`src/verilog/fsp_pkg.sv`:
```
/*
 * fsp_pkg: constants shared by the flash sector protection logic.
 * assumes a 200 MHz system clock; register offsets are byte addresses
 * on a 32-bit APB bus.
 */
package fsp_pkg;
    // clock period in ns
    localparam int CLK_PERIOD_NS = 5;
    // typical page program time in us
    localparam int PAGE_PROG_US = 250;
    // typical sector erase time in us
    localparam int SECTOR_ERASE_US = 1000;
    // cycle counts derived from the times
    localparam int PAGE_PROG_CYC = PAGE_PROG_US * 1000 / CLK_PERIOD_NS;
    localparam int SECTOR_ERASE_CYC = SECTOR_ERASE_US * 1000 / CLK_PERIOD_NS;
    // register byte offsets
    localparam logic [7:0] OFS_CMD = 8'h00;
    localparam logic [7:0] OFS_ARG = 8'h04;
    localparam logic [7:0] OFS_PWD_LO = 8'h08;
    localparam logic [7:0] OFS_PWD_HI = 8'h0c;
    localparam logic [7:0] OFS_STATUS = 8'h10;
    localparam logic [7:0] OFS_CTRL = 8'h14;
    localparam logic [7:0] OFS_SECTOR_GUARD_CONFIG_REG = 8'h18;
    localparam logic [7:0] OFS_PSB_RD = 8'h1c;
    localparam logic [7:0] OFS_DSB_RD = 8'h20;
    localparam logic [7:0] OFS_PROT = 8'h24;
    // status bit positions
    localparam int ST_WIP = 0;
    localparam int ST_FAIL = 1;
    localparam int ST_LOCK = 2;
    localparam int ST_PWMODE = 3;
    localparam int ST_SRLOCK = 4;
    // mode lock encodings in sector_guard_config_reg[2:1]
    localparam logic [1:0] MODE_NONE = 2'h3;
    localparam logic [1:0] MODE_PERS = 2'h2;
    localparam logic [1:0] MODE_PASS = 2'h1;
    localparam logic [1:0] MODE_ILLEGAL = 2'h0;
    // reset values
    localparam logic [1:0] SECTOR_GUARD_CONFIG_REG_MODE_RST = 2'h3;
    localparam logic [63:0] PWD_RST = 64'hffff_ffff_ffff_ffff;
    // commands written to the command register
    typedef enum logic [3:0] {
        FSP_CMD_NOP = 4'h0,
        FSP_CMD_PSB_PROG = 4'h1,
        FSP_CMD_PSB_ERASE = 4'h2,
        FSP_CMD_LOCK_CLR = 4'h3,
        FSP_CMD_PWD_UNLOCK = 4'h4,
        FSP_CMD_DSB_WRITE = 4'h5,
        FSP_CMD_SECTOR_GUARD_CONFIG_REG_PROG = 4'h6,
        FSP_CMD_PWD_PROG = 4'h7,
        FSP_CMD_SOFT_RST = 4'h8,
        FSP_CMD_STATUS_WR = 4'h9
    } fsp_cmd_t;
    // sequencer states
    typedef enum logic [1:0] {
        FSP_IDLE = 2'b00,
        FSP_PREPROG = 2'b01,
        FSP_BUSY = 2'b10
    } fsp_state_t;
endpackage

```
`src/verilog/fsp_top.sv`:
```
/*
 * fsp_top: sector write/erase protection logic with an APB slave.
 * assumes apb signals synchronous to clk_sys; rst_n is power-on or
 * hardware reset; bp_protect comes from the block protect decoder.
 */
// Decided for this implementation: register access over APB and the address map.
`timescale 1ns/1ps
module fsp_top #(
    parameter int SECTORS = 64,
    parameter int PROG_CYC = fsp_pkg::PAGE_PROG_CYC,
    parameter int ERASE_CYC = fsp_pkg::SECTOR_ERASE_CYC
) (
    // clock and reset
    input wire logic clk_sys,
    input wire logic rst_n,
    // apb slave
    input wire logic psel,
    input wire logic penable,
    input wire logic pwrite,
    input wire logic [7:0] paddr,
    input wire logic [31:0] pwdata,
    output logic [31:0] prdata,
    output logic pready,
    output logic pslverr,
    // protection pins and inputs
    input wire logic write_protect_n,
    input wire logic [SECTORS-1:0] bp_protect,
    // protection results
    output logic [SECTORS-1:0] sector_protected,
    output logic write_in_progress,
    output logic status_locked
);
    import fsp_pkg::*;

    localparam int SW = $clog2(SECTORS);

    // elaboration checks: sector index needs a power of two
    if (SECTORS < 2 || SECTORS > 256 || (SECTORS & (SECTORS - 1)) != 0 ||
            PROG_CYC < 2 || ERASE_CYC < 2) begin : g_param_check
        $error("fsp_top: unsupported parameter values");
    end

    // storage
    logic [SECTORS-1:0] persistent_sector_bit; // non-volatile bits
    logic [SECTORS-1:0] dynamic_sector_bit; // volatile bits
    logic persistent_bit_lock; // lock over persistent bits
    logic [1:0] sector_guard_config_reg_mode; // sector_guard_config_reg[2:1]
    logic [63:0] password; // hidden password
    logic [63:0] pwd_entry; // password supplied by host
    logic [31:0] arg; // command argument
    logic status_write_disable; // status write disable bit
    logic fail; // last operation failed
    logic lock_rst_done; // lock initialised after reset
    fsp_state_t state; // sequencer state
    logic [31:0] timer; // busy countdown
    fsp_cmd_t pend_cmd; // command being executed
    logic [SW-1:0] pend_sec; // sector of pending program

    // bus decode
    logic wr_stb;
    logic [SW-1:0] arg_sec;
    logic pwmode;
    logic busy;
    logic cmd_go;
    fsp_cmd_t cmd;
    logic sector_guard_config_reg_go; // mode program may start
    logic sector_guard_config_reg_bad; // mode program must fail

    // mode value legal and echoed by the command word
    function automatic logic mode_value_ok(input logic [1:0] prog,
            input logic [1:0] echo);
        return (prog != MODE_ILLEGAL) && (prog == echo);
    endfunction

    assign wr_stb = psel && penable && pwrite;
    assign arg_sec = arg[SW-1:0];
    assign busy = (state != FSP_IDLE);
    assign pwmode = (sector_guard_config_reg_mode == MODE_PASS);
    assign cmd_go = wr_stb && (paddr == OFS_CMD) && !busy;
    assign cmd = fsp_cmd_t'(pwdata[3:0]);
    // only an unselected mode may be programmed
    assign sector_guard_config_reg_go = cmd_go && cmd == FSP_CMD_SECTOR_GUARD_CONFIG_REG_PROG &&
        sector_guard_config_reg_mode == MODE_NONE && !status_locked &&
        mode_value_ok(arg[2:1], pwdata[6:5]);
    assign sector_guard_config_reg_bad = cmd_go && cmd == FSP_CMD_SECTOR_GUARD_CONFIG_REG_PROG &&
        sector_guard_config_reg_mode == MODE_NONE && !mode_value_ok(arg[2:1], pwdata[6:5]);

    // single cycle apb answer
    always_ff @(posedge clk_sys or negedge rst_n) begin
        if (!rst_n) begin
            pready <= 1'b0;
        end else begin
            pready <= psel && !penable;
        end
    end

    // addresses above OFS_PROT return an error
    always_ff @(posedge clk_sys or negedge rst_n) begin
        if (!rst_n) begin
            pslverr <= 1'b0;
        end else begin
            pslverr <= psel && !penable && (paddr > OFS_PROT);
        end
    end

    // read data mux, registered for the access phase
    always_ff @(posedge clk_sys or negedge rst_n) begin
        if (!rst_n) begin
            prdata <= 32'h0;
        end else if (psel && !penable && !pwrite) begin
            unique case (paddr)
                OFS_ARG: prdata <= arg;
                OFS_STATUS: prdata <= {27'h0, status_locked, pwmode,
                    persistent_bit_lock, fail, busy};
                OFS_CTRL: prdata <= {31'h0, status_write_disable};
                OFS_SECTOR_GUARD_CONFIG_REG: prdata <= {29'h0, sector_guard_config_reg_mode, 1'b1};
                OFS_PSB_RD: prdata <= {31'h0, persistent_sector_bit[arg_sec]};
                OFS_DSB_RD: prdata <= {31'h0, dynamic_sector_bit[arg_sec]};
                OFS_PROT: prdata <= {31'h0, sector_protected[arg_sec]};
                // password hidden once any mode is chosen
                OFS_PWD_LO: prdata <= (sector_guard_config_reg_mode == MODE_NONE) ?
                    password[31:0] : 32'h0;
                OFS_PWD_HI: prdata <= (sector_guard_config_reg_mode == MODE_NONE) ?
                    password[63:32] : 32'h0;
                default: prdata <= 32'h0;
            endcase
        end
    end

    // argument and password entry registers
    always_ff @(posedge clk_sys or negedge rst_n) begin
        if (!rst_n) begin
            arg <= 32'h0;
            pwd_entry <= 64'h0;
        end else if (wr_stb) begin
            if (paddr == OFS_ARG) begin
                arg <= pwdata;
            end
            if (paddr == OFS_PWD_LO) begin
                pwd_entry[31:0] <= pwdata;
            end
            if (paddr == OFS_PWD_HI) begin
                pwd_entry[63:32] <= pwdata;
            end
        end
    end

    // status write disable, guarded by the pin
    always_ff @(posedge clk_sys or negedge rst_n) begin
        if (!rst_n) begin
            status_write_disable <= 1'b0;
        end else if (wr_stb && paddr == OFS_CTRL && !status_locked) begin
            status_write_disable <= pwdata[0];
        end
    end

    // status lock output
    always_ff @(posedge clk_sys or negedge rst_n) begin
        if (!rst_n) begin
            status_locked <= 1'b0;
        end else begin
            status_locked <= !write_protect_n && status_write_disable;
        end
    end

    // sequencer for timed operations
    always_ff @(posedge clk_sys or negedge rst_n) begin
        if (!rst_n) begin
            state <= FSP_IDLE;
            timer <= 32'h0;
            pend_cmd <= FSP_CMD_NOP;
            pend_sec <= '0;
        end else begin
            unique case (state)
                FSP_IDLE: begin
                    if (cmd_go && cmd == FSP_CMD_PSB_PROG &&
                            persistent_bit_lock) begin
                        state <= FSP_BUSY;
                        timer <= 32'(PROG_CYC - 1);
                        pend_cmd <= cmd;
                        pend_sec <= arg_sec;
                    end else if (cmd_go && cmd == FSP_CMD_PSB_ERASE &&
                            persistent_bit_lock) begin
                        state <= FSP_PREPROG;
                        timer <= 32'(PROG_CYC - 1);
                        pend_cmd <= cmd;
                    end else if (sector_guard_config_reg_go) begin
                        state <= FSP_BUSY;
                        timer <= 32'(PROG_CYC - 1);
                        pend_cmd <= cmd;
                        pend_sec <= '0;
                    end
                end
                FSP_PREPROG: begin
                    if (timer == 32'h0) begin
                        state <= FSP_BUSY;
                        timer <= 32'(ERASE_CYC - 1);
                    end else begin
                        timer <= timer - 32'h1;
                    end
                end
                FSP_BUSY: begin
                    if (timer == 32'h0) begin
                        state <= FSP_IDLE;
                        pend_cmd <= FSP_CMD_NOP;
                    end else begin
                        timer <= timer - 32'h1;
                    end
                end
                default: state <= FSP_IDLE;
            endcase
        end
    end

    // progress flag readable throughout
    always_ff @(posedge clk_sys or negedge rst_n) begin
        if (!rst_n) begin
            write_in_progress <= 1'b0;
        end else begin
            write_in_progress <= busy || sector_guard_config_reg_go || (cmd_go &&
                persistent_bit_lock && (cmd == FSP_CMD_PSB_PROG ||
                cmd == FSP_CMD_PSB_ERASE));
        end
    end

    // failure flag for refused operations
    always_ff @(posedge clk_sys or negedge rst_n) begin
        if (!rst_n) begin
            fail <= 1'b0;
        end else if (cmd_go) begin
            if ((cmd == FSP_CMD_PSB_PROG || cmd == FSP_CMD_PSB_ERASE) &&
                    !persistent_bit_lock) begin
                fail <= 1'b1;
            end else if (sector_guard_config_reg_bad) begin
                fail <= 1'b1;
            end else if (cmd != FSP_CMD_NOP) begin
                fail <= 1'b0;
            end
        end
    end

    // persistent sector bits, updated at end of operation
    always_ff @(posedge clk_sys or negedge rst_n) begin
        if (!rst_n) begin
            persistent_sector_bit <= '1;
        end else if (state == FSP_BUSY && timer == 32'h0 &&
                persistent_bit_lock) begin
            // only while the lock is one
            if (pend_cmd == FSP_CMD_PSB_PROG) begin
                persistent_sector_bit[pend_sec] <= 1'b0;
            end else if (pend_cmd == FSP_CMD_PSB_ERASE) begin
                persistent_sector_bit <= '1;
            end
        end
    end

    // dynamic sector bits
    always_ff @(posedge clk_sys or negedge rst_n) begin
        if (!rst_n) begin
            dynamic_sector_bit <= '1;
        end else if (cmd_go && cmd == FSP_CMD_SOFT_RST) begin
            dynamic_sector_bit <= '1;
        end else if (cmd_go && cmd == FSP_CMD_DSB_WRITE) begin
            dynamic_sector_bit[arg_sec] <= pwdata[8];
        end
    end

    // mode lock bits and password storage
    always_ff @(posedge clk_sys or negedge rst_n) begin
        if (!rst_n) begin
            sector_guard_config_reg_mode <= SECTOR_GUARD_CONFIG_REG_MODE_RST;
            password <= PWD_RST;
        end else if (state == FSP_BUSY && timer == 32'h0 &&
                pend_cmd == FSP_CMD_SECTOR_GUARD_CONFIG_REG_PROG) begin
            sector_guard_config_reg_mode <= arg[2:1] & sector_guard_config_reg_mode;
        end else if (cmd_go && cmd == FSP_CMD_PWD_PROG &&
                sector_guard_config_reg_mode == MODE_NONE) begin
            password <= password & pwd_entry;
        end
    end

    // lock bit, initialised from the mode after reset
    always_ff @(posedge clk_sys or negedge rst_n) begin
        if (!rst_n) begin
            persistent_bit_lock <= 1'b0;
            lock_rst_done <= 1'b0;
        end else if (!lock_rst_done) begin
            lock_rst_done <= 1'b1;
            persistent_bit_lock <= !pwmode;
        end else if (cmd_go && cmd == FSP_CMD_LOCK_CLR) begin
            persistent_bit_lock <= 1'b0;
        end else if (cmd_go && cmd == FSP_CMD_PWD_UNLOCK && pwmode &&
                pwd_entry == password) begin
            persistent_bit_lock <= 1'b1;
        end
        // soft reset leaves the lock alone
    end

    // effective sector protection
    always_ff @(posedge clk_sys or negedge rst_n) begin
        if (!rst_n) begin
            sector_protected <= '0;
        end else begin
            sector_protected <= bp_protect | ~persistent_sector_bit |
                ~dynamic_sector_bit;
        end
    end

    // mode program: arg[2:1] is the value written, pwdata[6:5] must echo
    // it, so a stray command word can never land the illegal code 00
endmodule

```
`config.mk`:
```
export PLATFORM = sky130hd
export DESIGN_NAME = fsp_top
export DESIGN_NICKNAME = d
export VERILOG_FILES = /design/src/verilog/fsp_pkg.sv /design/src/verilog/fsp_top.sv
export SDC_FILE = /design/constraint.sdc
export NUM_CORES = 1
export LEC_CHECK = 0
export BUFFER_PORTS_ARGS = -buffer_cell sky130_fd_sc_hd__clkbuf_2
export CAP_MARGIN = 20
export CORE_ASPECT_RATIO = 0.7
export CORE_MARGIN = 2
export CORE_UTILIZATION = 25
export CTS_CLUSTER_DIAMETER = 150
export DETAILED_ROUTE_END_ITERATION = 16
export PLACE_DENSITY = 0.36
export SLEW_MARGIN = 20
export SYNTH_ARGS = -nofsm -noshare
export SYNTH_HDL_FRONTEND = slang
export SYNTH_SLANG_ARGS = --single-unit
```
`constraint.sdc`:
```
create_clock -name clk_sys -period 4.1 [get_ports clk_sys]
set_input_delay 0.205 -clock clk_sys [delete_from_list [all_inputs] [get_ports clk_sys]]
set_output_delay 0.205 -clock clk_sys [all_outputs]
set_load 0.05 [all_outputs]
```
==> run metrics <==
Final nets=approximately 2400; Detailed Place HPWL=54800 um; Top delay family on crit path=simple AND/OR/NAND/NOR gates; Crit-path slowest cell=dfrtp_1; fin cells=about 3400; vias in the first global route=between 15000 and 20000; IO Pins=210; Detailed Route Iter0 Violations=approximately 1100; Finished Cell Area=0.0262 sq mm; Hold Fails Final Rpt=0; Max FO, Critical Path=16; Final Critical Period=3640 ps; Initial Util=25.1%; Remaining DRCs=0; EDFF count, synth=0; Pwr Total=between 10 and 15 mW; Worst Setup Path Type=flip-flop to flip-flop; DRT antenna net count=0; Clock transition at path regs=70 ps; core area=roughly 0.084 sq mm; H-tree depth=2; ys flop type=dfrtp_1; sequential-to-total area share from yosys stat=a little over half; delay of the slowest critical-path stage=roughly 700 ps; FF+latch count, synth=438; via/cell ratio=about 4.9; Max VDD drop=between 0.0002 and 0.0003 V; status=completed; Placed Area=between 0.02 and 0.025 sq mm; Sum Neg Setup Slack=0 ps; Slew @ Worst Pin=1110 ps; Area contributors post-synth=dfrtp_1, dfstp_2, mux2_2; count leader, synth=nand2_1; largest area contributor in the netlist=dfrtp_1; Die Y=~250 um; total number of vias=16700; Worst Path Buf+Inv=1; Slew Viols, Final=0; f_max=around 270 MHz; fraction of layout cells with a size suffix above 1=about 32%; DRT Pass-1 Iters=5; crit path cell chain=and3b_1 > a22o_1 > a221oi_1 > a31oi_1 > or4_1 > nor4bb_1 > buf_4 > o311ai_0; row cnt=89; CTS Sinks=438; grt ovf=0; Final Skew=19.5 ps; Die Area=slightly below 0.09 sq mm; Worst setup SP type=flip-flop; GR Util All Layers=about 18%; Hold Path Stages=2; Distinct cells, synth=73; GP Congestion=a little over 0.8; critical path depth in cells=8; clock root buffer=clkbuf_16; die width=around 350 um; cell count after placement=~3200; CP endpoint kind=flip-flop; max-cap violation count=0; total wire length=between 70000 and 80000 um; Async SR Flop Fraction=100%; initial antenna violation count=7; syn_area_per_cell=10.7 sq um; CTS tree=yes; Worst slew margin=approximately a quarter; final period utilization=around nine tenths; required time of the critical path=between 4000 and 5000 ps; pin count of the biggest net entering global routing=93; clock latency on the worst-skew pair=just over 600 ps; Post-synth top cells=nand2_1, dfrtp_1, dfstp_2, mux2_2, nand3_1; Area Growth Syn to Fin=24.4%; PD cells=~400 mW/mm^2; Yosys top cell area share=29.0%; first-pass GRT wire length=roughly 110000 um; R2R depth=8; CP Data Arrival Time=between 4000 and 5000 ps; Synth warnings=0; Num CTS Buffers=52; Gate Count Post-Synth=between 1500 and 2000; drt wl/cell=22.4 um; P_leak=around 12 nW; synthesized area=0.0211 sq mm; # port buffers=roughly 210; Final Setup Violations=0; Hold WC Path Type=input port to flip-flop; RSZ-0062 raised after global routing=no; Syn Nets=between 2000 and 2500; Bufs on Longest Clock Path=3
## what timing repair did
item | 4_1_cts | 5_1_grt
hold buffers | 99 | 0
setup buffers | 0 | 0
hold endpoints to repair | 223 | 0
gates resized for setup | 0 | 0
## stage by stage
| stage | worst slack [ps] | hold slack, ps | utilization, % |
|---|---|---|---|
| 2_1_floorplan | 1150 | -90.6 | - |
| 3_3_place_gp | 325 | 260 | 28.0 |
| 3_5_place_dp | 357 | 267 | 28.0 |
| 4_1_cts | 333 | 50.8 | 31.2 |
| 5_1_grt | 154 | 89.9 | 31.2 |
| 6_report | 464 | 91.8 | 31.2 |
## layout by cell type, fill, tap and decap left out, types with 8 or more instances in the layout
master / instances
clkbuf_1: 19
a21oi_1: 57
a22o_1: 35
nand3_1: 130
dfstp_2: 194
nor2b_1: 24
nor4_1: 33
mux2_2: 169
or4_1: 8
ha_1: 70
nor3_1: 13
o21ai_1: 61
o21ai_0: 76
nand3b_1: 66
a221oi_1: 14
dlygate4sd3_1: 99
buf_4: 57
clkbuf_16: 52
nor2_1: 86
dfrtp_1: 244
a31oi_1: 9
xor2_1: 13
nand4_1: 19
a22oi_1: 58
clkbuf_2: 207
mux2i_1: 29
clkbuf_8: 14
nand2_1: 276
## routing by layer
metal	up-vias	global-route usage (%)	wire, um
li1	7679	-	-
met1	8588	26.9	39000
met2	342	25.4	32700
met3	94	3.29	3760
met4	8	3.76	1220
met5	-	0	46
## final cells by class
type                       count  area [sq um]
timing repair buffer         369          2570
inverter                       7          26.3
multi-input combinational   1374          9250
fill                        8536         57700
antenna                        1          2.50
clock inverter                13           153
clock buffer                  85          1570
tap                         1137          1420
sequential                   438         11200
## state kept, by name (all words and copies together), names as in the netlist, 2 cells and up
| name | cells |
|---|---|
| pend_sec | 6 |
| sector_protected | 64 |
| password | 64 |
| dynamic_sector_bit | 64 |
| persistent_sector_bit | 64 |
| state | 2 |
| prdata | 32 |
| timer | 32 |
| pend_cmd | 4 |
| pwd_entry | 64 |
| sector_guard_config_reg_mode | 2 |
| arg | 32 |
## worst paths after layout
path	start	end	slack, ps
hold reg to reg	lock_rst_done	persistent_bit_lock	450
max in group asynchronous	rst_n	password[39]	2930
hold / removal	pwdata[1]	pend_cmd[1]	90
min in group asynchronous	rst_n	arg[16]	200
setup reg to reg	arg[1]	prdata[0]	460
setup / recovery	arg[1]	prdata[0]	460
## cells by family after synthesis
| logic type | after synthesis | synth area share, % |
|---|---|---|
| simple gates | 729 | 17.5 |
| flops | 438 | 53.2 |
| compound gates | 362 | 11.0 |
| mux | 198 | 10.4 |
| buf+inv | 152 | 3.08 |
| fa+ha+maj | 70 | 4.16 |
| xor+xnor | 14 | 0.582 |
| other cells | 1 | 0.0178 |
## report_power, final
part           leakage [nW]  internal, mW  switching [mW]  total, mW
Clock                 0.844          2.73            1.95       4.68
Sequential             5.03          4.46           0.120       4.58
Combinational          5.65         0.412           0.714       1.13
No activity file was read; power rests on OpenSTA's default activity.
